**config.mk**
```make
export PLATFORM = sky130hd
export DESIGN_NAME = ssa_top
export DESIGN_NICKNAME = d
export VERILOG_FILES = /design/src/hdl/ssa_top.v
export VERILOG_INCLUDE_DIRS = /design/src /design/src/hdl
export SDC_FILE = /design/constraint.sdc
export NUM_CORES = 1
export LEC_CHECK = 0
export ABC_CLOCK_PERIOD_IN_PS = 5830
export BUFFER_PORTS_ARGS = -buffer_cell sky130_fd_sc_hd__buf_2
export CAP_MARGIN = 20
export CORE_ASPECT_RATIO = 1.75
export CORE_MARGIN = 10
export CORE_UTILIZATION = 40
export DETAILED_ROUTE_END_ITERATION = 6
export MAX_ROUTING_LAYER = met4
export PLACE_DENSITY = 0.52
export SKIP_LAST_GASP = 1
export SYNTH_ARGS = -nofsm -noshare
export SYNTH_HDL_FRONTEND = slang
export SYNTH_SLANG_ARGS = --single-unit
```
**constraint.sdc**
```tcl
create_clock -name pclk -period 5.83 [get_ports pclk]
set_input_delay 1.4575 -clock pclk [delete_from_list [all_inputs] [get_ports pclk]]
set_output_delay 1.4575 -clock pclk [all_outputs]
set_load 0.03 [all_outputs]
```
**src/hdl/ssa_regs.vh**
```
// register map, field positions, reset values and link constants
// of the stereo serial audio channel block; definitions only
`ifndef SSA_REGS_VH
`define SSA_REGS_VH

// ----------------------------------------
// register byte offsets (apb, 8-bit address)
// ----------------------------------------
`define SSA_OFF_SPAN 8'h10
`define SSA_OFF_LEFT 8'h20
`define SSA_OFF_RIGHT 8'h24
`define SSA_OFF_RXEN 8'h28
`define SSA_OFF_STAT 8'h2c
`define SSA_OFF_RXRES 8'h30
`define SSA_OFF_TXRES 8'h34

// ----------------------------------------
// field positions
// ----------------------------------------
`define SSA_SPAN_MSB 4
`define SSA_SPAN_LSB 3
`define SSA_SAMPLE_MSB 15
`define SSA_RES_MSB 2
`define SSA_STAT_SPAN_ERR 0
`define SSA_STAT_UNDERRUN 1
`define SSA_STAT_FULL 2

// ----------------------------------------
// reset values
// ----------------------------------------
`define SSA_SPAN_RST 2'h0
`define SSA_RES_RST 3'h2
`define SSA_RXEN_RST 1'h0
`define SSA_SAMPLE_RST 16'h0000

// ----------------------------------------
// encodings of word select span and sample resolution
// ----------------------------------------
`define SSA_SPAN_16 2'h0
`define SSA_SPAN_24 2'h1
`define SSA_RES_IGNORE 3'h0
`define SSA_RES_12 3'h1
`define SSA_RES_16 3'h2
`define SSA_RES_20 3'h3
`define SSA_RES_24 3'h4
`define SSA_RES_32 3'h5

// ----------------------------------------
// widths, depths and bit counts
// ----------------------------------------
`define SSA_FIFO_WIDTH 32
`define SSA_FIFO_DEPTH 16
`define SSA_FIFO_AW 4
`define SSA_MAX_BITS 6'h20

`endif

```
**src/hdl/ssa_top.v**
```verilog
// stereo serial audio channel buffers: apb register slave, transmit fifo,
// serial receive and transmit of left and right samples
// assumes an external codec drives bit clock and word select; both are
// sampled by pclk, which must run well above twice the bit clock rate
//
// How it works
// RULE_01 - left rx register reads last left sample
// RULE_02 - left tx write supplies sample for shifting
// RULE_03 - right rx register reads last right sample
// RULE_04 - right tx write supplies sample to send
// RULE_05 - rx enable bit zero, resets off
// RULE_06 - word select phase 16, 24, 32 bits
// RULE_07 - received word lsb lands in bit 0
// RULE_08 - transmit msb first at programmed length
// RULE_09 - disabled receiver holds registers; reserved bits zero
`timescale 1ns/1ps
`include "ssa_regs.vh"

// ----------------------------------------
// transmit fifo
// ----------------------------------------
module ssa_fifo #(
  parameter WIDTH = `SSA_FIFO_WIDTH,
  parameter DEPTH = `SSA_FIFO_DEPTH,
  parameter AW = `SSA_FIFO_AW
) (
  input wire pclk, // system clock
  input wire presetn, // async reset, active low
  input wire in_valid, // push request
  output wire in_ready, // room for a word
  input wire [WIDTH-1:0] in_data, // word pushed
  output wire out_valid, // word available
  input wire out_ready, // pop request
  output wire [WIDTH-1:0] out_data, // head word
  output reg [AW:0] level // words held
);
  reg [WIDTH-1:0] mem [0:DEPTH-1];
  reg [AW-1:0] wr_ptr;
  reg [AW-1:0] rd_ptr;
  wire push;
  wire pop;

  // handshakes on both sides
  assign in_ready = (level != DEPTH[AW:0]);
  assign out_valid = (level != {(AW+1){1'b0}});
  assign out_data = mem[rd_ptr];
  assign push = in_valid & in_ready;
  assign pop = out_valid & out_ready;

  // storage array, no reset needed
  always @(posedge pclk) begin
    if (push) begin
      mem[wr_ptr] <= in_data;
    end
  end

  // pointers and fill level
  always @(posedge pclk or negedge presetn) begin
    if (!presetn) begin
      wr_ptr <= {AW{1'b0}};
      rd_ptr <= {AW{1'b0}};
      level <= {(AW+1){1'b0}};
    end else begin
      if (push) begin
        wr_ptr <= wr_ptr + 1'b1;
      end
      if (pop) begin
        rd_ptr <= rd_ptr + 1'b1;
      end
      if (push && !pop) begin
        level <= level + 1'b1;
      end else if (pop && !push) begin
        level <= level - 1'b1;
      end
    end
  end
endmodule // ssa_fifo

// ----------------------------------------
// top: registers and serial link
// ----------------------------------------
module ssa_top (
  input wire pclk, // system clock, 100 MHz
  input wire presetn, // async reset, active low
  input wire psel, // apb select
  input wire penable, // apb access phase
  input wire pwrite, // apb direction, high for write
  input wire [7:0] paddr, // apb byte address
  input wire [31:0] pwdata, // apb write data
  output reg [31:0] prdata, // apb read data
  output reg pready, // apb transfer done
  output reg pslverr, // apb error on unmapped address
  input wire link_sclk, // bit clock from codec
  input wire word_select_line, // low left, high right
  input wire link_sdi, // serial receive data
  output reg link_sdo // serial transmit data
);
  // ----------------------------------------
  // declarations
  // ----------------------------------------
  reg [15:0] left_rx_buffer, right_rx_buffer, left_tx_holding, tx_right_hold;
  reg rx_channel_on;
  reg [1:0] word_select_span;
  reg [2:0] rx_sample_resolution, tx_sample_resolution;
  reg span_err, tx_underrun;
  reg [2:0] sclk_sync, ws_sync, sdi_sync;
  reg sclk_f, ws_f, sdi_f, sclk_d, ws_prev;
  reg [31:0] rx_sh, tx_sh;
  reg [5:0] rx_cnt, tx_cnt;
  reg [31:0] next_rdata, next_rx_word;
  reg next_hit;
  wire acc, wr_en, stall, fifo_in_ready, fifo_out_valid, fifo_pop, span_set, underrun_set;
  wire [31:0] fifo_out_data;
  wire [4:0] fifo_level;
  wire sclk_rise, sclk_fall, ws_chg;
  wire [5:0] rx_tot, rx_res, tx_res, span_bits, tx_limit;

  // resolution code to bit count, zero means ignore
  function [5:0] res_bits;
    input [2:0] code;
    begin
      case (code)
        `SSA_RES_12: res_bits = 6'h0c;
        `SSA_RES_16: res_bits = 6'h10;
        `SSA_RES_20: res_bits = 6'h14;
        `SSA_RES_24: res_bits = 6'h18;
        `SSA_RES_32: res_bits = 6'h20;
        default: res_bits = 6'h00;
      endcase
    end
  endfunction

  // sample placed msb first in a word of res bits
  function [31:0] tx_place;
    input [15:0] sample;
    input [5:0] res;
    begin
      tx_place = {16'h0000, sample} << (6'h20 - res);
    end
  endfunction

  // ----------------------------------------
  // apb slave
  // ----------------------------------------
  assign acc = psel & penable;
  assign wr_en = acc & pready & pwrite;
  // right write waits while the fifo is full
  assign stall = pwrite & (paddr == `SSA_OFF_RIGHT) & ~fifo_in_ready;

  // read mux and address decode
  always @* begin
    next_rdata = 32'h0000_0000;
    next_hit = 1'b1;
    case (paddr)
      `SSA_OFF_SPAN: next_rdata[`SSA_SPAN_MSB:`SSA_SPAN_LSB] = word_select_span;
      `SSA_OFF_LEFT: next_rdata[15:0] = left_rx_buffer; // RULE_01
      `SSA_OFF_RIGHT: next_rdata[15:0] = right_rx_buffer; // RULE_03
      `SSA_OFF_RXEN: next_rdata[0] = rx_channel_on;
      `SSA_OFF_STAT: begin
        next_rdata[`SSA_STAT_SPAN_ERR] = span_err;
        next_rdata[`SSA_STAT_UNDERRUN] = tx_underrun;
        next_rdata[`SSA_STAT_FULL] = ~fifo_in_ready;
        next_rdata[12:8] = fifo_level;
      end
      `SSA_OFF_RXRES: next_rdata[`SSA_RES_MSB:0] = rx_sample_resolution;
      `SSA_OFF_TXRES: next_rdata[`SSA_RES_MSB:0] = tx_sample_resolution;
      default: next_hit = 1'b0;
    endcase
  end

  // answer one cycle into the access phase unless stalled
  always @(posedge pclk or negedge presetn) begin
    if (!presetn) begin
      pready <= 1'b0;
      prdata <= 32'h0000_0000;
      pslverr <= 1'b0;
    end else if (acc && !pready && !stall) begin
      pready <= 1'b1;
      prdata <= pwrite ? 32'h0000_0000 : next_rdata; // RULE_09
      pslverr <= ~next_hit;
    end else begin
      pready <= 1'b0;
      pslverr <= 1'b0;
    end
  end

  // software writable registers
  always @(posedge pclk or negedge presetn) begin
    if (!presetn) begin
      left_tx_holding <= `SSA_SAMPLE_RST;
      rx_channel_on <= `SSA_RXEN_RST;
      word_select_span <= `SSA_SPAN_RST;
      rx_sample_resolution <= `SSA_RES_RST;
      tx_sample_resolution <= `SSA_RES_RST;
    end else if (wr_en) begin
      case (paddr)
        `SSA_OFF_SPAN: word_select_span <= pwdata[`SSA_SPAN_MSB:`SSA_SPAN_LSB];
        `SSA_OFF_LEFT: left_tx_holding <= pwdata[15:0]; // RULE_02
        `SSA_OFF_RXEN: rx_channel_on <= pwdata[0]; // RULE_05
        `SSA_OFF_RXRES: rx_sample_resolution <= pwdata[`SSA_RES_MSB:0];
        `SSA_OFF_TXRES: tx_sample_resolution <= pwdata[`SSA_RES_MSB:0];
        default: left_tx_holding <= left_tx_holding;
      endcase
    end
  end

  // ----------------------------------------
  // transmit fifo, one left and right pair a word
  // ----------------------------------------
  ssa_fifo #(
    .WIDTH(`SSA_FIFO_WIDTH),
    .DEPTH(`SSA_FIFO_DEPTH),
    .AW(`SSA_FIFO_AW)
  ) u_fifo (
    .pclk(pclk),
    .presetn(presetn),
    .in_valid(wr_en & (paddr == `SSA_OFF_RIGHT)), // RULE_04
    .in_ready(fifo_in_ready),
    .in_data({left_tx_holding, pwdata[15:0]}),
    .out_valid(fifo_out_valid),
    .out_ready(fifo_pop),
    .out_data(fifo_out_data),
    .level(fifo_level)
  );

  // ----------------------------------------
  // link input synchronisers
  // ----------------------------------------
  // three stages; a change counts once stages two and three agree
  always @(posedge pclk or negedge presetn) begin
    if (!presetn) begin
      sclk_sync <= 3'h0;
      ws_sync <= 3'h0;
      sdi_sync <= 3'h0;
      sclk_f <= 1'b0;
      ws_f <= 1'b0;
      sdi_f <= 1'b0;
      sclk_d <= 1'b0;
    end else begin
      sclk_sync <= {sclk_sync[1:0], link_sclk};
      ws_sync <= {ws_sync[1:0], word_select_line};
      sdi_sync <= {sdi_sync[1:0], link_sdi};
      if (sclk_sync[1] == sclk_sync[2]) begin
        sclk_f <= sclk_sync[2];
      end
      if (ws_sync[1] == ws_sync[2]) begin
        ws_f <= ws_sync[2];
      end
      if (sdi_sync[1] == sdi_sync[2]) begin
        sdi_f <= sdi_sync[2];
      end
      sclk_d <= sclk_f;
    end
  end

  // bit clock edges as one-cycle enables
  assign sclk_rise = sclk_f & ~sclk_d;
  assign sclk_fall = ~sclk_f & sclk_d;
  assign ws_chg = sclk_rise & (ws_f != ws_prev);

  // ----------------------------------------
  // receive path
  // ----------------------------------------
  assign rx_tot = (rx_cnt == `SSA_MAX_BITS) ? rx_cnt : rx_cnt + 6'h01;
  assign rx_res = (res_bits(rx_sample_resolution) == 6'h00) ? rx_tot : res_bits(rx_sample_resolution);
  // phase length allowed by the span field
  assign span_bits = (word_select_span == `SSA_SPAN_16) ? 6'h10 :
                     (word_select_span == `SSA_SPAN_24) ? 6'h18 : 6'h20;
  assign span_set = ws_chg & (rx_tot > span_bits); // RULE_06

  // keep the first res bits, lsb into bit 0
  always @* begin
    next_rx_word = {rx_sh[30:0], sdi_f};
    if (rx_tot >= rx_res) begin
      next_rx_word = next_rx_word >> (rx_tot - rx_res); // RULE_07
    end else begin
      next_rx_word = next_rx_word << (rx_res - rx_tot);
    end
  end

  // shift on rising bit clock; last bit arrives with the ws change
  always @(posedge pclk or negedge presetn) begin
    if (!presetn) begin
      ws_prev <= 1'b0;
      rx_sh <= 32'h0000_0000;
      rx_cnt <= 6'h00;
      left_rx_buffer <= `SSA_SAMPLE_RST;
      right_rx_buffer <= `SSA_SAMPLE_RST;
    end else if (sclk_rise) begin
      ws_prev <= ws_f;
      if (ws_chg) begin
        rx_sh <= 32'h0000_0000;
        rx_cnt <= 6'h00;
        if (rx_channel_on && !ws_prev) begin // RULE_09
          left_rx_buffer <= next_rx_word[15:0]; // RULE_01
        end
        if (rx_channel_on && ws_prev) begin // RULE_05
          right_rx_buffer <= next_rx_word[15:0]; // RULE_03
        end
      end else begin
        rx_sh <= {rx_sh[30:0], sdi_f};
        rx_cnt <= rx_tot;
      end
    end
  end

  // ----------------------------------------
  // transmit path
  // ----------------------------------------
  assign tx_res = (res_bits(tx_sample_resolution) == 6'h00) ? 6'h10 : res_bits(tx_sample_resolution);
  assign tx_limit = (tx_res < span_bits) ? tx_res : span_bits; // RULE_06
  assign fifo_pop = ws_chg & ~ws_f & fifo_out_valid;
  assign underrun_set = ws_chg & ~ws_f & ~fifo_out_valid;

  // load on ws change, drive msb on the next falling bit clock
  always @(posedge pclk or negedge presetn) begin
    if (!presetn) begin
      tx_sh <= 32'h0000_0000;
      tx_cnt <= `SSA_MAX_BITS;
      tx_right_hold <= `SSA_SAMPLE_RST;
      link_sdo <= 1'b0;
    end else if (ws_chg) begin
      tx_cnt <= 6'h00;
      if (!ws_f) begin
        tx_sh <= fifo_out_valid ? tx_place(fifo_out_data[31:16], tx_res) : 32'h0000_0000; // RULE_02
        tx_right_hold <= fifo_out_valid ? fifo_out_data[15:0] : `SSA_SAMPLE_RST;
      end else begin
        tx_sh <= tx_place(tx_right_hold, tx_res); // RULE_04
      end
    end else if (sclk_fall) begin
      if (tx_cnt < tx_limit) begin
        link_sdo <= tx_sh[31]; // RULE_08
        tx_sh <= {tx_sh[30:0], 1'b0};
        tx_cnt <= tx_cnt + 6'h01;
      end else begin
        link_sdo <= 1'b0;
      end
    end
  end

  // ----------------------------------------
  // sticky status, write one to clear, set wins
  // ----------------------------------------
  always @(posedge pclk or negedge presetn) begin
    if (!presetn) begin
      span_err <= 1'b0;
      tx_underrun <= 1'b0;
    end else begin
      span_err <= span_set |
        (span_err & ~(wr_en & (paddr == `SSA_OFF_STAT) & pwdata[`SSA_STAT_SPAN_ERR]));
      tx_underrun <= underrun_set |
        (tx_underrun & ~(wr_en & (paddr == `SSA_OFF_STAT) & pwdata[`SSA_STAT_UNDERRUN]));
    end
  end
endmodule // ssa_top

```
# Word-level counts from Yosys, hierarchy flattened
# Memories as Yosys holds them, arrays and structs flattened.
# Cells that the tools add are included.
# Widths: inputs -> output; s select.
totals:
  wordCells: 166
  output_inout_bits: 35
  reg_bits: 212
  n_memories: 1
  ramBits: 512
  inputBits: 48
memory_table:
  columns: ["name", "depth", "word_bits", "read_ports", "rd_ports_with_merged_regs", "wr", "line", "source"]
  rows:
  - ["u_fifo.mem", 16, 32, 1, 0, 1, "ssa_top.v:37", "reg [WIDTH-1:0] mem [0:DEPTH-1];"]
op_classes:
  n_lt_le_gt_ge: 4
  reduce_logical: 29
  eq_ne: 24
  bitwise: 31
  addsub: 9
  muxes: 35
  shifts: 4
ops:
  columns: ["cell", "count"]
  rows:
  - ["$mux 32", 5]
  - ["$shl 16x6->32", 2]
  - ["$mux 6", 10]
  - ["$pmux 6 s5", 2]
  - ["$eq 8x6->1 const B", 6]
  - ["$mux 16", 3]
  - ["$shl 32x6->16", 1]
  - ["$shr 32x6->16", 1]
  - ["$mux 31", 1]
  - ["$and 1x1->1", 20]
  - ["$reduce_and 2->1", 8]
  - ["$pmux 5 s3", 1]
  - ["$add 6x1->6 const B", 2]
  - ["$eq 3x2->1 const B", 4]
  - ["$eq 3x3->1 const B", 4]
  - ["$logic_not 6->1", 2]
  - ["$lt 6x6->1", 2]
  - ["$pmux 3 s2", 2]
  - ["$sub 6x6->6", 2]
  - ["$mux 5", 2]
  - ["$pmux 2 s5", 1]
  - ["$not 1->1", 9]
  - ["$add 4x1->4 const B", 2]
  - ["$eq 8x5->1 const B", 1]
  - ["other kinds (22)", 43]

# Longest topological paths before layout
# Gate-level depths: netlist (run 1).
depth:
  ltp_word: 10
  mapped_depth: 22
  depth_no_buf: 19

# Modules after synthesis
# From an unflattened synthesis (run 1), not the netlist that was laid out.
unflattened:
  cells_unflattened: 2555
  area_unflattened_um2: 33061.7
by_module_without_submodules:
  columns: ["module", "cells_each", "seq_area_each_um2", "instances", "area_each_um2"]
  rows:
  - ["ssa_fifo", 1005, 15700.1, 1, 20375.8]
  - ["ssa_top", 1550, 4583.1, 1, 12685.9]

# Least setup slack after synthesis (run 1)
# Ideal clock, no wire load.
synth_path:
  path_kind: "input -> register"
  start: "input port paddr[1]"
  end: "memory u_fifo.mem[0][0] in the netlist's numbering, enable pin"
  arrival_ps: 4048
  t_required_ps: 5438
  path_buffers: 0
  stages: 5
  setup_slack_ps: 1390
  setup_ps: 392
  cell_sequence: "or4_1 nor4_2 nor3b_2 nor3b_1 and2_1"
synth_via:
  elab_chain_cells: 5
synth_lines:
  columns: ["element", "line", "source"]
  rows:
  - ["from (decl)", "ssa_top.v:88", "input wire [7:0] paddr,"]
  - ["$eq 8x6->1", null, null]
  - ["$and 1x1->1", "ssa_top.v:217", ".in_valid(wr_en & (paddr == `SSA_OFF_RIGHT)),"]
  - ["$and 1x1->1", "ssa_top.v:47", "assign push = in_valid & in_ready;"]
  - ["net u_fifo.push", "ssa_top.v:40", "wire push;"]
  - ["$mux 1", "ssa_top.v:52", "if (push) begin"]
  - ["$mux 1 (not written as such)", "ssa_top.v:53", "mem[wr_ptr] <= in_data;"]
  - ["to (decl)", "ssa_top.v:37", null]
# The timed path passes the listed nets, and every way through them passes these cells.

# Worst setup path in the final report (run 1)
layout_path:
  start: "register rx_cnt[0]"
  end: "register right_rx_buffer[2]"
layout_via:
  elab_chain_cells: 6
  elab_cells_between_ends: 10
  classes_between: "add/sub: 3; order compare: 1; eq/ne: 1; shift: 2; mux: 3"
layout_lines:
  columns: ["element", "line", "source"]
  rows:
  - ["from (decl)", "ssa_top.v:109", "reg [5:0] rx_cnt, tx_cnt;"]
  - ["from (signal assigned)", "ssa_top.v:302", "rx_cnt <= rx_tot;"]
  - ["$add 6x1->6 or $eq 6x6->1 (tied branches)", null, null]
  - ["$mux 6 (*)", "ssa_top.v:264", "assign rx_tot = (rx_cnt == `SSA_MAX_BITS) ? rx_cnt : rx_cnt + 6'h01;"]
  - ["$mux 6", "ssa_top.v:265", "assign rx_res = (res_bits(rx_sample_resolution) == 6'h00) ? rx_tot : res_bits(rx_sample_resolution);"]
  - ["$sub 6x6->6, on equally long branches", "ssa_top.v:277, ssa_top.v:275", null]
  - ["$shl 32x6->16 or $shr 32x6->16 (tied branches)", "ssa_top.v:277, ssa_top.v:275", null]
  - ["$mux 16 (*)", "ssa_top.v:274", "if (rx_tot >= rx_res) begin"]
  - ["to (signal assigned)", "ssa_top.v:288", "right_rx_buffer <= `SSA_SAMPLE_RST;"]
  - ["to (signal assigned)", "ssa_top.v:298", "right_rx_buffer <= next_rx_word[15:0];"]
  - ["to (decl)", "ssa_top.v:101", "reg [15:0] left_rx_buffer, right_rx_buffer, left_tx_holding, tx_right_hold;"]
# Every way passes the cells marked *; elsewhere a longest branch is shown, timed or not.
# A chain may end at the register's enable or synchronous reset.

==> impl_metrics.prom, run 1 <==
# TYPE chip_impl_metric gauge
chip_impl_info{name="critical_path.startpoint",value="rx_cnt[0]$_DFFE_PN0P_"} 1
chip_impl_metric{name="clk_latency",unit="ns"} 0.65
chip_impl_metric{name="min_path_cells",unit=""} 0
chip_impl_metric{name="numPlacedInstances",unit=""} 3359
chip_impl_info{name="synth_flop_type",value="sky130_fd_sc_hd__edfxtp_1"} 1
chip_impl_metric{name="power.switching_fraction",unit="%"} 31.1
chip_impl_metric{name="wire_length_of_the_first_global_routing_pass",unit="um"} 139000
chip_impl_info{name="synth_most_common_cell",value="sky130_fd_sc_hd__edfxtp_1"} 1
chip_impl_metric{name="maximum_number_of_pins_on_one_net_before_global_route_repair",unit=""} 108
chip_impl_info{name="worstSetupPathType",value="reg2reg"} 1
chip_impl_info{name="post_synthesis_cell_type_with_the_largest_combined_area",value="sky130_fd_sc_hd__edfxtp_1"} 1
chip_impl_metric{name="dp_hpwl",unit="um"} 62800
chip_impl_metric{name="portion_of_total_power_attributed_to_sequential_cells",unit="%"} 41.8
chip_impl_metric{name="h_tree_depth",unit=""} 3
chip_impl_metric{name="layout_fillers",unit=""} 7319
chip_impl_metric{name="drc_errors",unit=""} 0
chip_impl_metric{name="netlist-cell-type-count",unit=""} 93
chip_impl_metric{name="hold-worst-slack",unit="ns"} 0.349
chip_impl_info{name="hold_path.startpoint",value="ws_sync[0]$_DFF_PN0_"} 1
chip_impl_metric{name="reg2regPathDepth",unit=""} 18
chip_impl_info{name="r2r-start",value="rx_cnt[0]$_DFFE_PN0P_"} 1
chip_impl_metric{name="num_vias",unit=""} 20200
chip_impl_metric{name="synth_top_area_share",unit="%"} 46.4
chip_impl_metric{name="place_congestion",unit=""} 0.944
chip_impl_metric{name="timing.final.max_slew_violations",unit=""} 0
chip_impl_metric{name="r2r_slack",unit="ns"} 0.60
chip_impl_metric{name="numCtsBuffers",unit=""} 70
chip_impl_metric{name="cts_max_path_buffers",unit=""} 3
chip_impl_metric{name="cp.required",unit="ns"} 6.34
chip_impl_metric{name="period_needed",unit="ns"} 5.23
chip_impl_metric{name="chipWidth",unit="um"} 237
chip_impl_info{name="run_status",value="complete, no violations"} 1
chip_impl_metric{name="cts.reportedPaths.clkPinSlew",unit="ns"} 0.06
chip_impl_metric{name="dp_slack",unit="ns"} 0.720
chip_impl_info{name="setup.worst_path.end",value="right_rx_buffer[2]$_DFFE_PN0P_"} 1
chip_impl_metric{name="post_cts_resized",unit=""} 0
chip_impl_metric{name="comb_power_share",unit="%"} 25.5
chip_impl_metric{name="fin_crit_sh",unit="%"} 89.7
chip_impl_metric{name="cellInternalPower",unit="mW"} 9.86
chip_impl_metric{name="setup_slack",unit="ns"} 0.603
chip_impl_metric{name="dr_iter_0_viols",unit=""} 1429
chip_impl_info{name="min_path_type",value="reg2reg"} 1
chip_impl_metric{name="final_hold_violating_endpoints",unit=""} 0
chip_impl_metric{name="final_cell_count_no_fill",unit=""} 3489
chip_impl_metric{name="postLayoutCellArea",unit="sq mm"} 0.0369
chip_impl_metric{name="power-per-cell-area",unit="mW/mm^2"} 388
chip_impl_metric{name="synth-edff-count",unit=""} 512
chip_impl_metric{name="row_count",unit=""} 139
chip_impl_metric{name="grt_pass1_vias",unit=""} 21100
chip_impl_metric{name="power",unit="mW"} 14.3
chip_impl_metric{name="post_synth_inst_count",unit=""} 2341
chip_impl_metric{name="starting_utilization_of_the_core_area",unit="%"} 40.3
chip_impl_metric{name="finalSetupViolations",unit=""} 0
chip_impl_metric{name="drt_first_pass_iters",unit=""} 6
chip_impl_metric{name="critPathMaxFanout",unit=""} 37
chip_impl_metric{name="max_cap_violations",unit=""} 0
chip_impl_info{name="critical_path.reg2reg.endpoint",value="right_rx_buffer[2]$_DFFE_PN0P_"} 1
chip_impl_metric{name="global_route.overflow_total",unit=""} 0
chip_impl_metric{name="synth-seq-cells",unit=""} 708
chip_impl_metric{name="grtUsageTotal",unit="%"} 20.1
chip_impl_info{name="worst_setup_path_start_kind",value="flip-flop"} 1
chip_impl_metric{name="relSlewSlack",unit="%"} 36.7
chip_impl_info{name="cts_tree",value="built"} 1
chip_impl_metric{name="power_frac_clock",unit="%"} 32.7
chip_impl_metric{name="mappedNetlistArea",unit="sq mm"} 0.0331
chip_impl_metric{name="seq_area_frac_synth",unit="%"} 61.3
chip_impl_metric{name="async_reset_ff_share",unit="%"} 27.7
chip_impl_metric{name="skew_final",unit="ns"} 0.0257
chip_impl_metric{name="ys_warn_count",unit=""} 0
chip_impl_metric{name="max_freq",unit="MHz"} 191
chip_impl_metric{name="leakage_power",unit="nW"} 13.6
chip_impl_info{name="yosys-top-cells-area",value="sky130_fd_sc_hd__edfxtp_1 46%, sky130_fd_sc_hd__dfrtp_1 15%, sky130_fd_sc_hd__mux4_2 12%, sky130_fd_sc_hd__nand2_1 2.7%, sky130_fd_sc_hd__mux2i_1 2.4%"} 1
chip_impl_info{name="grt_setup_unrepaired",value="no"} 1
chip_impl_metric{name="detail_route.wl_per_cell",unit="um"} 26.7
chip_impl_info{name="yosys-top-cells-count",value="512 x sky130_fd_sc_hd__edfxtp_1, 236 x sky130_fd_sc_hd__nand2_1, 193 x sky130_fd_sc_hd__dfrtp_1, 172 x sky130_fd_sc_hd__mux4_2, 125 x sky130_fd_sc_hd__nor2_1"} 1
chip_impl_metric{name="final_core_util",unit="%"} 45.0
chip_impl_metric{name="vias_per_cell",unit=""} 5.79
chip_impl_metric{name="die_area",unit="sq mm"} 0.0951
chip_impl_metric{name="cell_area_after_placement",unit="sq mm"} 0.0345
chip_impl_metric{name="cts_hold_repair.buffers",unit=""} 0
chip_impl_metric{name="timing.setup.tns",unit="ns"} 0
chip_impl_metric{name="per_instance_average_area_after_synthesis",unit="sq um"} 14.1
chip_impl_metric{name="clock_sink_count",unit=""} 708
chip_impl_metric{name="layout-area-overhead-vs-synth",unit="%"} 11.5
chip_impl_metric{name="num-nets-final",unit=""} 2457
chip_impl_metric{name="critical_path_arrival",unit="ns"} 5.74
chip_impl_metric{name="total_switching_power",unit="mW"} 4.44
chip_impl_metric{name="detail-route-antenna-nets",unit=""} 0
chip_impl_metric{name="ir_worst_vdd",unit="V"} 0.000343
chip_impl_info{name="clk_root_buffer_cell",value="sky130_fd_sc_hd__clkbuf_16"} 1
chip_impl_metric{name="route.final.wire_length",unit="um"} 93100
chip_impl_metric{name="design.portCount",unit=""} 83
chip_impl_metric{name="cts_setup_buffers",unit=""} 0
chip_impl_metric{name="port_buffers",unit=""} 50
chip_impl_metric{name="die_height",unit="um"} 401
chip_impl_metric{name="initial_antenna_violation_count",unit=""} 3
chip_impl_metric{name="worst_pin_slew",unit="ns"} 0.947
chip_impl_info{name="crit_path_end_kind",value="flip-flop"} 1
chip_impl_metric{name="core-area",unit="sq mm"} 0.0821
chip_impl_metric{name="post_route_cells_drive_above_1_share",unit="%"} 21.0
==> power groups by stage <==
| stage | Clock [mW] | Sequential [mW] | Combinational, mW |
|---|---|---|---|
| 4_1_cts | 4.81 | 5.99 | 3.70 |
| 2_1_floorplan | 0 | 5.85 | 2.78 |
| 3_3_place_gp | 0 | 6.09 | 3.66 |
| 5_1_grt | 5.00 | 6.03 | 3.94 |
| 3_5_place_dp | 0 | 6.10 | 3.69 |
| 6_report | 4.68 | 5.98 | 3.65 |
==> layout make-up <==
class | count | area [sq um] | area share (%)
timing repair buffer | 120 | 848 | 2.30
multi-input combinational | 1435 | 11900 | 32.3
sequential | 708 | 20300 | 55.0
inverter | 39 | 149 | 0.403
tap | 1057 | 1320 | 3.58
clock buffer | 92 | 1920 | 5.19
antenna | 3 | 7.51 | 0.0203
clock inverter | 35 | 447 | 1.21
==> how the worst min path moves through the flow <==
stage / endpoint / slack [ns]
after floorplan: sclk_sync[1]$_DFF_PN0_ / 0.33
after global placement: sclk_sync[1]$_DFF_PN0_ / 0.34
after detailed placement: sclk_sync[1]$_DFF_PN0_ / 0.34
after CTS: sclk_sync[1]$_DFF_PN0_ / 0.35
after global routing: ws_sync[1]$_DFF_PN0_ / 0.35
final: ws_sync[1]$_DFF_PN0_ / 0.35
==> cell families after synthesis <==
kind of cell	Yosys count	share of synthesized area, %
XOR/XNOR	28	0.741
adder cells (fa/ha/maj)	38	1.44
buffers and inverters	213	3.03
multiplexers	305	15.9
AND/OR/NAND/NOR	610	8.57
other	2	0.0227
flip-flops	708	61.3
AO/OA/AOI/OAI	437	9.00
==> critical path, stage by stage, from the launching register on <==
cell and delay [ns]:
sky130_fd_sc_hd__dfrtp_1 0.48, sky130_fd_sc_hd__inv_1 0.10, sky130_fd_sc_hd__ha_1 0.21, sky130_fd_sc_hd__nand4bb_1 0.16, sky130_fd_sc_hd__nand2b_1 0.21, sky130_fd_sc_hd__nand2_1 0.23
sky130_fd_sc_hd__inv_1 0.14, sky130_fd_sc_hd__o21ai_0 0.09, sky130_fd_sc_hd__a221oi_1 0.48, sky130_fd_sc_hd__ha_2 0.73, sky130_fd_sc_hd__buf_4 0.35, sky130_fd_sc_hd__nand2b_1 0.16
sky130_fd_sc_hd__a21oi_1 0.05, sky130_fd_sc_hd__a311oi_1 0.33, sky130_fd_sc_hd__a21oi_1 0.24, sky130_fd_sc_hd__a32o_1 0.32, sky130_fd_sc_hd__o31a_1 0.31, sky130_fd_sc_hd__a311oi_2 0.37
sky130_fd_sc_hd__a21oi_1 0.13
==> sequential cells by signal, indices dropped and copies added, names as in the netlist, 2 cells and up <==
register              flops
u_fifo.mem              512
tx_sh                    32
rx_sh                    31
left_rx_buffer           16
left_tx_holding          16
prdata                   16
right_rx_buffer          16
tx_right_hold            16
rx_cnt                    6
tx_cnt                    6
u_fifo.level              5
u_fifo.rd_ptr             4
u_fifo.wr_ptr             4
rx_sample_resolution      3
sclk_sync                 3
sdi_sync                  3
tx_sample_resolution      3
ws_sync                   3
word_select_span          2
==> placed cells by master, fill, tap and decap left out, types with 8 or more instances in the layout <==
cell type	synthesis	layout
sky130_fd_sc_hd__edfxtp_1	512	512
sky130_fd_sc_hd__nand2_1	236	236
sky130_fd_sc_hd__dfrtp_1	193	189
sky130_fd_sc_hd__mux4_2	172	172
sky130_fd_sc_hd__nor2_1	125	125
sky130_fd_sc_hd__o21ai_0	99	99
sky130_fd_sc_hd__mux2i_1	79	79
sky130_fd_sc_hd__a21oi_1	77	77
sky130_fd_sc_hd__clkbuf_16	0	72
sky130_fd_sc_hd__nand3_1	66	66
sky130_fd_sc_hd__buf_4	26	65
sky130_fd_sc_hd__mux2_2	54	54
sky130_fd_sc_hd__buf_2	30	49
sky130_fd_sc_hd__nor3_1	44	43
sky130_fd_sc_hd__nand2b_1	41	41
sky130_fd_sc_hd__a22oi_1	39	39
sky130_fd_sc_hd__inv_1	36	36
sky130_fd_sc_hd__a211oi_1	35	35
sky130_fd_sc_hd__ha_1	34	33
sky130_fd_sc_hd__a22o_1	29	29
sky130_fd_sc_hd__o22ai_1	26	26
sky130_fd_sc_hd__a31oi_1	24	24
sky130_fd_sc_hd__xnor2_1	20	19
sky130_fd_sc_hd__conb_1	2	17
sky130_fd_sc_hd__nand4_1	16	16
sky130_fd_sc_hd__and2_2	0	16
sky130_fd_sc_hd__clkbuf_1	92	16
sky130_fd_sc_hd__o211ai_1	13	13
sky130_fd_sc_hd__and2_1	28	12
sky130_fd_sc_hd__clkinv_2	0	10
sky130_fd_sc_hd__and3_1	9	9
sky130_fd_sc_hd__nor2b_1	10	9
sky130_fd_sc_hd__xor2_1	8	8
sky130_fd_sc_hd__a21o_1	8	8
sky130_fd_sc_hd__o21a_1	8	8
sky130_fd_sc_hd__bufinv_16	0	8
==> routing by layer <==
| layer | track usage (%) | vias to the layer above | part of all wire (%) |
|---|---|---|---|
| met4 | 8.91 | 0 | 4.4 |
| li1 | - | 9085 | - |
| met3 | 3.16 | 177 | 3.6 |
| met5 | - | - | 0 |
| met2 | 37.6 | 473 | 57 |
| met1 | 20.1 | 10500 | 35 |
Power figures use the tool's default switching activity.
==> run 2: changes to the inputs <==
--- a/config.mk
+++ b/config.mk
@@ -6,6 +6,7 @@
 export SDC_FILE = /design/constraint.sdc
 export NUM_CORES = 1
 export LEC_CHECK = 0
+export ABC_AREA = 1
 export ABC_CLOCK_PERIOD_IN_PS = 5830
 export BUFFER_PORTS_ARGS = -buffer_cell sky130_fd_sc_hd__buf_2
 export CAP_MARGIN = 20
==> impl_metrics.prom, run 2 <==
# TYPE chip_impl_metric gauge
chip_impl_metric{name="final_hold_violating_endpoints",unit=""} 0
chip_impl_metric{name="post_synth_inst_count",unit=""} 3196
chip_impl_metric{name="num_vias",unit=""} 23800
chip_impl_info{name="post_synthesis_cell_type_with_the_largest_combined_area",value="sky130_fd_sc_hd__edfxtp_1"} 1
chip_impl_metric{name="numPlacedInstances",unit=""} 4173
chip_impl_metric{name="netlist-cell-type-count",unit=""} 65
chip_impl_metric{name="detail-route-antenna-nets",unit=""} 0
chip_impl_metric{name="cts_max_path_buffers",unit=""} 3
chip_impl_metric{name="synth_xor_xnor_area_share",unit="%"} 0.810
chip_impl_info{name="largest_registers",value="u_fifo.mem: 512 flops, tx_sh: 32 flops, rx_sh: 31 flops"} 1
chip_impl_metric{name="cts.reportedPaths.clkPinSlew",unit="ns"} 0.06
chip_impl_metric{name="fin_crit_sh",unit="%"} 74.7
chip_impl_metric{name="starting_utilization_of_the_core_area",unit="%"} 40.3
chip_impl_metric{name="async_reset_ff_share",unit="%"} 27.7
chip_impl_metric{name="mappedNetlistArea",unit="sq mm"} 0.0326
chip_impl_metric{name="initial_antenna_violation_count",unit=""} 3
chip_impl_metric{name="grt_pass1_vias",unit=""} 23800
chip_impl_metric{name="global_route.overflow_total",unit=""} 0
chip_impl_metric{name="synth-seq-cells",unit=""} 708
chip_impl_metric{name="min_path_cells",unit=""} 0
chip_impl_metric{name="synth-edff-count",unit=""} 512
chip_impl_metric{name="critical_path_arrival",unit="ns"} 4.88
chip_impl_metric{name="num-nets-final",unit=""} 3279
chip_impl_metric{name="ys_warn_count",unit=""} 0
chip_impl_metric{name="chipWidth",unit="um"} 236
chip_impl_metric{name="numCtsBuffers",unit=""} 71
chip_impl_metric{name="die_height",unit="um"} 398
chip_impl_metric{name="clk_latency",unit="ns"} 0.66
chip_impl_metric{name="synth_compound_gate_area_share",unit="%"} 14.2
chip_impl_metric{name="cp.required",unit="ns"} 6.36
chip_impl_info{name="cts_tree",value="built"} 1
chip_impl_metric{name="max_cap_violations",unit=""} 0
chip_impl_metric{name="postLayoutCellArea",unit="sq mm"} 0.0364
chip_impl_metric{name="synth_top_area_share",unit="%"} 47.2
chip_impl_metric{name="relSlewSlack",unit="%"} 35.7
chip_impl_metric{name="h_tree_depth",unit=""} 3
chip_impl_info{name="worst_setup_path_start_kind",value="flip-flop"} 1
chip_impl_metric{name="timing.final.max_slew_violations",unit=""} 0
chip_impl_info{name="min_path_type",value="reg2reg"} 1
chip_impl_metric{name="layout-area-overhead-vs-synth",unit="%"} 11.6
chip_impl_metric{name="design.portCount",unit=""} 83
chip_impl_metric{name="reg2regPathDepth",unit=""} 17
chip_impl_info{name="regMostFlops",value="u_fifo.mem"} 1
chip_impl_metric{name="detail_route.wl_per_cell",unit="um"} 22.8
chip_impl_metric{name="power-per-cell-area",unit="mW/mm^2"} 443
chip_impl_metric{name="skew_final",unit="ns"} 0.0263
chip_impl_metric{name="ir_worst_vdd",unit="V"} 0.000318
chip_impl_info{name="synth_most_common_cell",value="sky130_fd_sc_hd__nand2_1"} 1
chip_impl_info{name="yosys-top-cells-area",value="sky130_fd_sc_hd__edfxtp_1 47%, sky130_fd_sc_hd__dfrtp_1 15%, sky130_fd_sc_hd__nand2_1 7.0%, sky130_fd_sc_hd__o21ai_0 6.0%, sky130_fd_sc_hd__nor2_1 4.6%"} 1
chip_impl_info{name="r2r-start",value="rx_sample_resolution[2]$_DFFE_PN0P_"} 1
chip_impl_info{name="critical_path.reg2reg.endpoint",value="right_rx_buffer[1]$_DFFE_PN0P_"} 1
chip_impl_metric{name="post_cts_resized",unit=""} 0
chip_impl_metric{name="worst_pin_slew",unit="ns"} 0.964
chip_impl_metric{name="cell_area_after_placement",unit="sq mm"} 0.0340
chip_impl_metric{name="synth-adder-area-share",unit="%"} 1.46
chip_impl_info{name="yosys-top-cells-count",value="607 x sky130_fd_sc_hd__nand2_1, 512 x sky130_fd_sc_hd__edfxtp_1, 396 x sky130_fd_sc_hd__nor2_1, 390 x sky130_fd_sc_hd__o21ai_0, 193 x sky130_fd_sc_hd__dfrtp_1"} 1
chip_impl_metric{name="place_congestion",unit=""} 0.951
chip_impl_metric{name="seq_area_frac_synth",unit="%"} 62.2
chip_impl_metric{name="dp_hpwl",unit="um"} 66200
chip_impl_info{name="synth_flop_type",value="sky130_fd_sc_hd__edfxtp_1"} 1
chip_impl_metric{name="r2r_slack",unit="ns"} 1.48
chip_impl_info{name="crit_path_end_kind",value="flip-flop"} 1
chip_impl_info{name="mostFrequentLayoutCell",value="sky130_fd_sc_hd__nand2_1"} 1
chip_impl_metric{name="grtUsageTotal",unit="%"} 21.2
chip_impl_metric{name="row_count",unit=""} 138
chip_impl_metric{name="fraction_of_synthesized_area_in_multiplexers",unit="%"} 0.533
chip_impl_info{name="main_combinational_cell_family_by_area_after_synthesis",value="simple AND/OR/NAND/NOR gates"} 1
chip_impl_info{name="most-common-layout-cells",value="607 x sky130_fd_sc_hd__nand2_1, 512 x sky130_fd_sc_hd__edfxtp_1, 390 x sky130_fd_sc_hd__o21ai_0"} 1
chip_impl_metric{name="synthSimpleGateAreaFrac",unit="%"} 15.8
chip_impl_metric{name="drc_errors",unit=""} 0
chip_impl_info{name="clk_root_buffer_cell",value="sky130_fd_sc_hd__clkbuf_16"} 1
chip_impl_info{name="run_status",value="complete, no violations"} 1
chip_impl_metric{name="port_buffers",unit=""} 50
chip_impl_metric{name="wire_length_of_the_first_global_routing_pass",unit="um"} 148000
chip_impl_metric{name="maximum_number_of_pins_on_one_net_before_global_route_repair",unit=""} 147
chip_impl_metric{name="max_freq",unit="MHz"} 230
chip_impl_metric{name="route.final.wire_length",unit="um"} 98300
chip_impl_info{name="min_to",value="sclk_sync[1]$_DFF_PN0_"} 1
chip_impl_metric{name="cts_setup_buffers",unit=""} 0
chip_impl_metric{name="vias_per_cell",unit=""} 5.52
chip_impl_info{name="grt_setup_unrepaired",value="no"} 1
chip_impl_metric{name="timing.setup.tns",unit="ns"} 0
chip_impl_metric{name="die_area",unit="sq mm"} 0.0938
chip_impl_metric{name="core-area",unit="sq mm"} 0.0808
chip_impl_metric{name="finalSetupViolations",unit=""} 0
chip_impl_metric{name="drt_first_pass_iters",unit=""} 5
chip_impl_metric{name="clock_sink_count",unit=""} 708
chip_impl_metric{name="critPathMaxFanout",unit=""} 25
chip_impl_metric{name="per_instance_average_area_after_synthesis",unit="sq um"} 10.2
chip_impl_metric{name="final_cell_count_no_fill",unit=""} 4305
chip_impl_metric{name="leakage_power",unit="nW"} 14.2
chip_impl_metric{name="number_of_flip_flops_in_the_largest_register",unit=""} 512
chip_impl_info{name="worstSetupPathType",value="reg2reg"} 1
chip_impl_metric{name="cts_hold_repair.buffers",unit=""} 0
chip_impl_metric{name="post_route_cells_drive_above_1_share",unit="%"} 9.77
chip_impl_info{name="hold_path.startpoint",value="sclk_sync[0]$_DFF_PN0_"} 1
chip_impl_metric{name="dr_iter_0_viols",unit=""} 1774
chip_impl_metric{name="period_needed",unit="ns"} 4.35
run 2: cell count changes after synthesis, sizes merged, moves of 63 or more:
cell    change
inv       +137
mux2i      -74
mux4      -172
nand2     +379
nand3     +129
nor2      +275
o211ai     +63
o21ai     +335
run 2: worst max-delay path: stages (launching register included):
cell	delay (ns)
sky130_fd_sc_hd__dfrtp_1	0.45
sky130_fd_sc_hd__inv_2	0.09
sky130_fd_sc_hd__ha_1	0.30
sky130_fd_sc_hd__inv_1	0.04
sky130_fd_sc_hd__o21ai_1	0.24
sky130_fd_sc_hd__nand3_4	0.19
sky130_fd_sc_hd__o21ai_0	0.38
sky130_fd_sc_hd__ha_1	0.47
sky130_fd_sc_hd__nand3_1	0.19
sky130_fd_sc_hd__nand3_2	0.13
sky130_fd_sc_hd__xor2_2	0.62
sky130_fd_sc_hd__inv_2	0.37
sky130_fd_sc_hd__nand2_1	0.17
sky130_fd_sc_hd__nand3_1	0.08
sky130_fd_sc_hd__nand3_1	0.13
sky130_fd_sc_hd__o21ai_1	0.21
sky130_fd_sc_hd__nand2_1	0.11
sky130_fd_sc_hd__nand2_1	0.05
run 2: kinds of logic (layout without fill, tap and decap cells):
kind of cell    after synthesis  in the layout
mux                          16             16
xor+xnor                     22             22
other cells                   2             18
flops                       708            708
compound gates              779            779
simple gates               1248           1248
buf+inv                     383            426
fa+ha+maj                    38             38
run 2: how the worst max path moves through the flow:
stage                                 endpoint  slack (ns)                                 from
6_report        right_rx_buffer[1]$_DFFE_PN0P_        1.48  rx_sample_resolution[2]$_DFFE_PN0P_
5_1_grt        right_rx_buffer[10]$_DFFE_PN0P_        1.18  rx_sample_resolution[2]$_DFFE_PN0P_
4_1_cts         right_rx_buffer[1]$_DFFE_PN0P_        1.46  rx_sample_resolution[2]$_DFFE_PN0P_
3_5_place_dp    left_rx_buffer[10]$_DFFE_PN0P_        1.48  rx_sample_resolution[2]$_DFFE_PN0P_
3_3_place_gp     left_rx_buffer[1]$_DFFE_PN0P_        1.49  rx_sample_resolution[2]$_DFFE_PN0P_
2_1_floorplan      u_fifo.mem[11][0]$_DFFE_PP_        1.42                             paddr[1]
run 2: metrics by stage:
step | hold slack, ns | total power, mW | setup WS (ns) | utilization (%)
2_1_floorplan | 0.331 | 9.66 | 1.42 | -
3_3_place_gp | 0.337 | 11.4 | 1.49 | 42.1
3_5_place_dp | 0.337 | 11.5 | 1.48 | 42.1
4_1_cts | 0.348 | 16.3 | 1.46 | 45.0
5_1_grt | 0.363 | 17.0 | 1.18 | 45.0
6_report | 0.346 | 16.1 | 1.48 | 45.0
run 2: area by class of cell:
| class | instances | area (sq um) |
|---|---|---|
| well taps | 1050 | 1310 |
| inverters | 179 | 677 |
| clock inverters | 39 | 434 |
| repair buffers | 116 | 818 |
| flip-flops and latches | 708 | 20300 |
| diodes | 1 | 2.50 |
| fillers | 7650 | 44400 |
| multi-input cells | 2120 | 10900 |
| clock buffers | 92 | 1970 |
run 2: metal layers:
metal | track usage (%) | routed length, um | vias up
met3 | 2.48 | 3350 | 185
li1 | - | - | 11200
met1 | 21.5 | 36100 | 11800
met2 | 40.3 | 54800 | 541
met4 | 9.34 | 4040 | 0
met5 | - | 0 | -
run 2: power breakdown:
part	switching [mW]	internal, mW
Sequential	0.214	5.58
Combinational	4.00	1.59
Clock	2.00	2.72
Total	6.22	9.89
==> run 3: changes to the inputs <==
--- a/config.mk
+++ b/config.mk
@@ -7,7 +7,7 @@
 export NUM_CORES = 1
 export LEC_CHECK = 0
 export ABC_AREA = 1
-export ABC_CLOCK_PERIOD_IN_PS = 5830
+export ABC_CLOCK_PERIOD_IN_PS = 3850
 export BUFFER_PORTS_ARGS = -buffer_cell sky130_fd_sc_hd__buf_2
 export CAP_MARGIN = 20
 export CORE_ASPECT_RATIO = 1.75
@@ -15,7 +15,7 @@
 export CORE_UTILIZATION = 40
 export DETAILED_ROUTE_END_ITERATION = 6
 export MAX_ROUTING_LAYER = met4
-export PLACE_DENSITY = 0.52
+export PLACE_DENSITY = 0.54
 export SKIP_LAST_GASP = 1
 export SYNTH_ARGS = -nofsm -noshare
 export SYNTH_HDL_FRONTEND = slang
==> constraint.sdc (replaced) <==
create_clock -name pclk -period 3.85 [get_ports pclk]
set_input_delay 0.9625 -clock pclk [delete_from_list [all_inputs] [get_ports pclk]]
set_output_delay 0.9625 -clock pclk [all_outputs]
set_load 0.03 [all_outputs]
==> impl_metrics.prom, run 3 (synthesized netlist as in run 2, its figures left out) <==
# TYPE chip_impl_metric gauge
chip_impl_metric{name="h_tree_depth",unit=""} 3
chip_impl_metric{name="period_needed",unit="ns"} 3.65
chip_impl_metric{name="grt_pass1_vias",unit=""} 23900
chip_impl_info{name="run_status",value="complete, no violations"} 1
chip_impl_metric{name="starting_utilization_of_the_core_area",unit="%"} 40.3
chip_impl_metric{name="clk_latency",unit="ns"} 0.64
chip_impl_metric{name="worst_pin_slew",unit="ns"} 0.879
chip_impl_metric{name="die_height",unit="um"} 398
chip_impl_metric{name="critPathMaxFanout",unit=""} 19
chip_impl_metric{name="cell_area_after_placement",unit="sq mm"} 0.0346
chip_impl_info{name="largest_registers",value="u_fifo.mem: 512 flops, tx_sh: 32 flops, rx_sh: 31 flops"} 1
chip_impl_metric{name="num_vias",unit=""} 24200
chip_impl_metric{name="dp_slack",unit="ns"} 0.0161
chip_impl_metric{name="num-nets-final",unit=""} 3326
chip_impl_metric{name="port_buffers",unit=""} 50
chip_impl_metric{name="final_hold_violating_endpoints",unit=""} 0
chip_impl_metric{name="timing.final.max_slew_violations",unit=""} 0
chip_impl_metric{name="layout-area-overhead-vs-synth",unit="%"} 13.2
chip_impl_metric{name="detail-route-antenna-nets",unit=""} 0
chip_impl_metric{name="maximum_number_of_pins_on_one_net_before_global_route_repair",unit=""} 105
chip_impl_metric{name="clock_sink_count",unit=""} 708
chip_impl_metric{name="relSlewSlack",unit="%"} 41.4
chip_impl_metric{name="skew_final",unit="ns"} 0.0341
chip_impl_info{name="mostFrequentLayoutCell",value="sky130_fd_sc_hd__nand2_1"} 1
chip_impl_metric{name="cts_hold_repair.buffers",unit=""} 0
chip_impl_metric{name="cts_max_path_buffers",unit=""} 3
chip_impl_metric{name="wire_length_of_the_first_global_routing_pass",unit="um"} 148000
chip_impl_info{name="r2r-start",value="rx_sample_resolution[1]$_DFFE_PN1P_"} 1
chip_impl_info{name="crit_path_end_kind",value="flip-flop"} 1
chip_impl_info{name="cts_tree",value="built"} 1
chip_impl_metric{name="max_freq",unit="MHz"} 274
chip_impl_metric{name="cts.reportedPaths.clkPinSlew",unit="ns"} 0.06
chip_impl_metric{name="core-area",unit="sq mm"} 0.0808
chip_impl_metric{name="chipWidth",unit="um"} 236
chip_impl_metric{name="critical_path_arrival",unit="ns"} 4.18
chip_impl_metric{name="post_route_cells_drive_above_1_share",unit="%"} 11.1
chip_impl_metric{name="die_area",unit="sq mm"} 0.0938
chip_impl_info{name="most-common-layout-cells",value="607 x sky130_fd_sc_hd__nand2_1, 512 x sky130_fd_sc_hd__edfxtp_1, 390 x sky130_fd_sc_hd__o21ai_0"} 1
chip_impl_metric{name="detail_route.wl_per_cell",unit="um"} 23.0
chip_impl_info{name="regMostFlops",value="u_fifo.mem"} 1
chip_impl_metric{name="fin_crit_sh",unit="%"} 94.9
chip_impl_metric{name="drc_errors",unit=""} 0
chip_impl_metric{name="place_congestion",unit=""} 0.983
chip_impl_info{name="worstSetupPathType",value="reg2reg"} 1
chip_impl_metric{name="initial_antenna_violation_count",unit=""} 3
chip_impl_metric{name="area.sequential",unit="sq mm"} 0.0203
chip_impl_metric{name="max_cap_violations",unit=""} 0
chip_impl_metric{name="setup_slack",unit="ns"} 0.196
chip_impl_info{name="worst_setup_path_start_kind",value="flip-flop"} 1
chip_impl_metric{name="cp.required",unit="ns"} 4.38
chip_impl_metric{name="ir_worst_vdd",unit="V"} 0.000379
chip_impl_metric{name="vias_per_cell",unit=""} 5.56
chip_impl_metric{name="grtUsageTotal",unit="%"} 21.4
chip_impl_metric{name="row_count",unit=""} 138
chip_impl_metric{name="postLayoutCellArea",unit="sq mm"} 0.0369
chip_impl_metric{name="numCtsBuffers",unit=""} 69
chip_impl_metric{name="design.portCount",unit=""} 83
chip_impl_metric{name="global_route.overflow_total",unit=""} 0
chip_impl_info{name="clk_root_buffer_cell",value="sky130_fd_sc_hd__clkbuf_16"} 1
chip_impl_metric{name="reg2regPathDepth",unit=""} 20
chip_impl_metric{name="finalSetupViolations",unit=""} 0
chip_impl_metric{name="power-per-cell-area",unit="mW/mm^2"} 664
chip_impl_metric{name="drt_first_pass_iters",unit=""} 6
chip_impl_metric{name="route.final.wire_length",unit="um"} 100000
chip_impl_metric{name="leakage_power",unit="nW"} 14.5
chip_impl_metric{name="power",unit="mW"} 24.5
chip_impl_metric{name="dr_iter_0_viols",unit=""} 1655
chip_impl_info{name="critical_path.startpoint",value="rx_sample_resolution[1]$_DFFE_PN1P_"} 1
chip_impl_metric{name="number_of_flip_flops_in_the_largest_register",unit=""} 512
chip_impl_info{name="min_path_type",value="in2async"} 1
chip_impl_metric{name="multi_input_comb_area",unit="sq mm"} 0.0109
chip_impl_metric{name="layout_fillers",unit=""} 7475
chip_impl_metric{name="dp_hpwl",unit="um"} 65500
-- run 3: path summary, 6_finish.rpt --
check | to | slack (ns)
max | right_rx_buffer[10]$_DFFE_PN0P_ | 0.20
min | rx_sh[24]$_DFFE_PN0P_ | 0.31
max reg2reg | right_rx_buffer[10]$_DFFE_PN0P_ | 0.20
min reg2reg | ws_sync[1]$_DFF_PN0_ | 0.35
max in group asynchronous | tx_sample_resolution[1]$_DFFE_PN1P_ | 2.66
min in group pclk | ws_sync[1]$_DFF_PN0_ | 0.35
-- run 3: what timing repair did --
action,CTS,global route
resized for setup,0,6
setup endpoints to repair,0,31
hold endpoints to repair,0,0
setup buffers,0,2
-- run 3: per-layer routing --
layer  GRT usage, %  share of wire [%]
met1           21.6                 36
met2           40.0                 55
met3           2.26                3.8
met4           11.4                5.0
met5              -                  0
-- run 3: critical path, cell delays in order (launching register included) --
cell	delay (ns)
sky130_fd_sc_hd__dfstp_2	0.56
sky130_fd_sc_hd__ha_1	0.25
sky130_fd_sc_hd__inv_1	0.08
sky130_fd_sc_hd__o21ai_2	0.09
sky130_fd_sc_hd__nand3_4	0.11
sky130_fd_sc_hd__inv_1	0.06
sky130_fd_sc_hd__a21oi_1	0.20
sky130_fd_sc_hd__inv_1	0.07
sky130_fd_sc_hd__ha_1	0.32
sky130_fd_sc_hd__buf_4	0.18
sky130_fd_sc_hd__nand2_1	0.06
sky130_fd_sc_hd__inv_1	0.10
sky130_fd_sc_hd__nand2_1	0.09
sky130_fd_sc_hd__nand2_1	0.08
sky130_fd_sc_hd__xor2_2	0.18
sky130_fd_sc_hd__inv_2	0.29
sky130_fd_sc_hd__nand3_1	0.13
sky130_fd_sc_hd__nand2_1	0.23
sky130_fd_sc_hd__nand3_1	0.26
sky130_fd_sc_hd__nand2_1	0.11
sky130_fd_sc_hd__nand2_1	0.06
-- run 3: area by class of cell --
class | instances | area share, %
Sequential cell | 708 | 55.0
Multi-Input combinational cell | 2120 | 29.5
Clock buffer | 88 | 5.18
Timing Repair Buffer | 165 | 3.81
Tap cell | 1050 | 3.56
Inverter | 179 | 1.83
Clock inverter | 37 | 1.09
Antenna cell | 2 | 0.0136
-- run 3: metrics by stage --
stage	utilization [%]	hold WS, ns	setup TNS, ns	cells
after floorplan	-	0.331	-20.27	3211
after global placement	42.7	0.344	0	4219
after detailed placement	42.8	0.335	0	4220
after CTS	45.6	0.329	0	4345
after global routing	45.7	0.352	-0.00981	4349
final	45.7	0.308	0	4349
-- run 3: power by group --
| group | total [mW] | switching [mW] | internal (mW) |
|---|---|---|---|
| registers | 8.79 | 0.336 | 8.45 |
| clock network | 6.94 | 2.97 | 3.96 |
| logic | 8.77 | 6.06 | 2.71 |
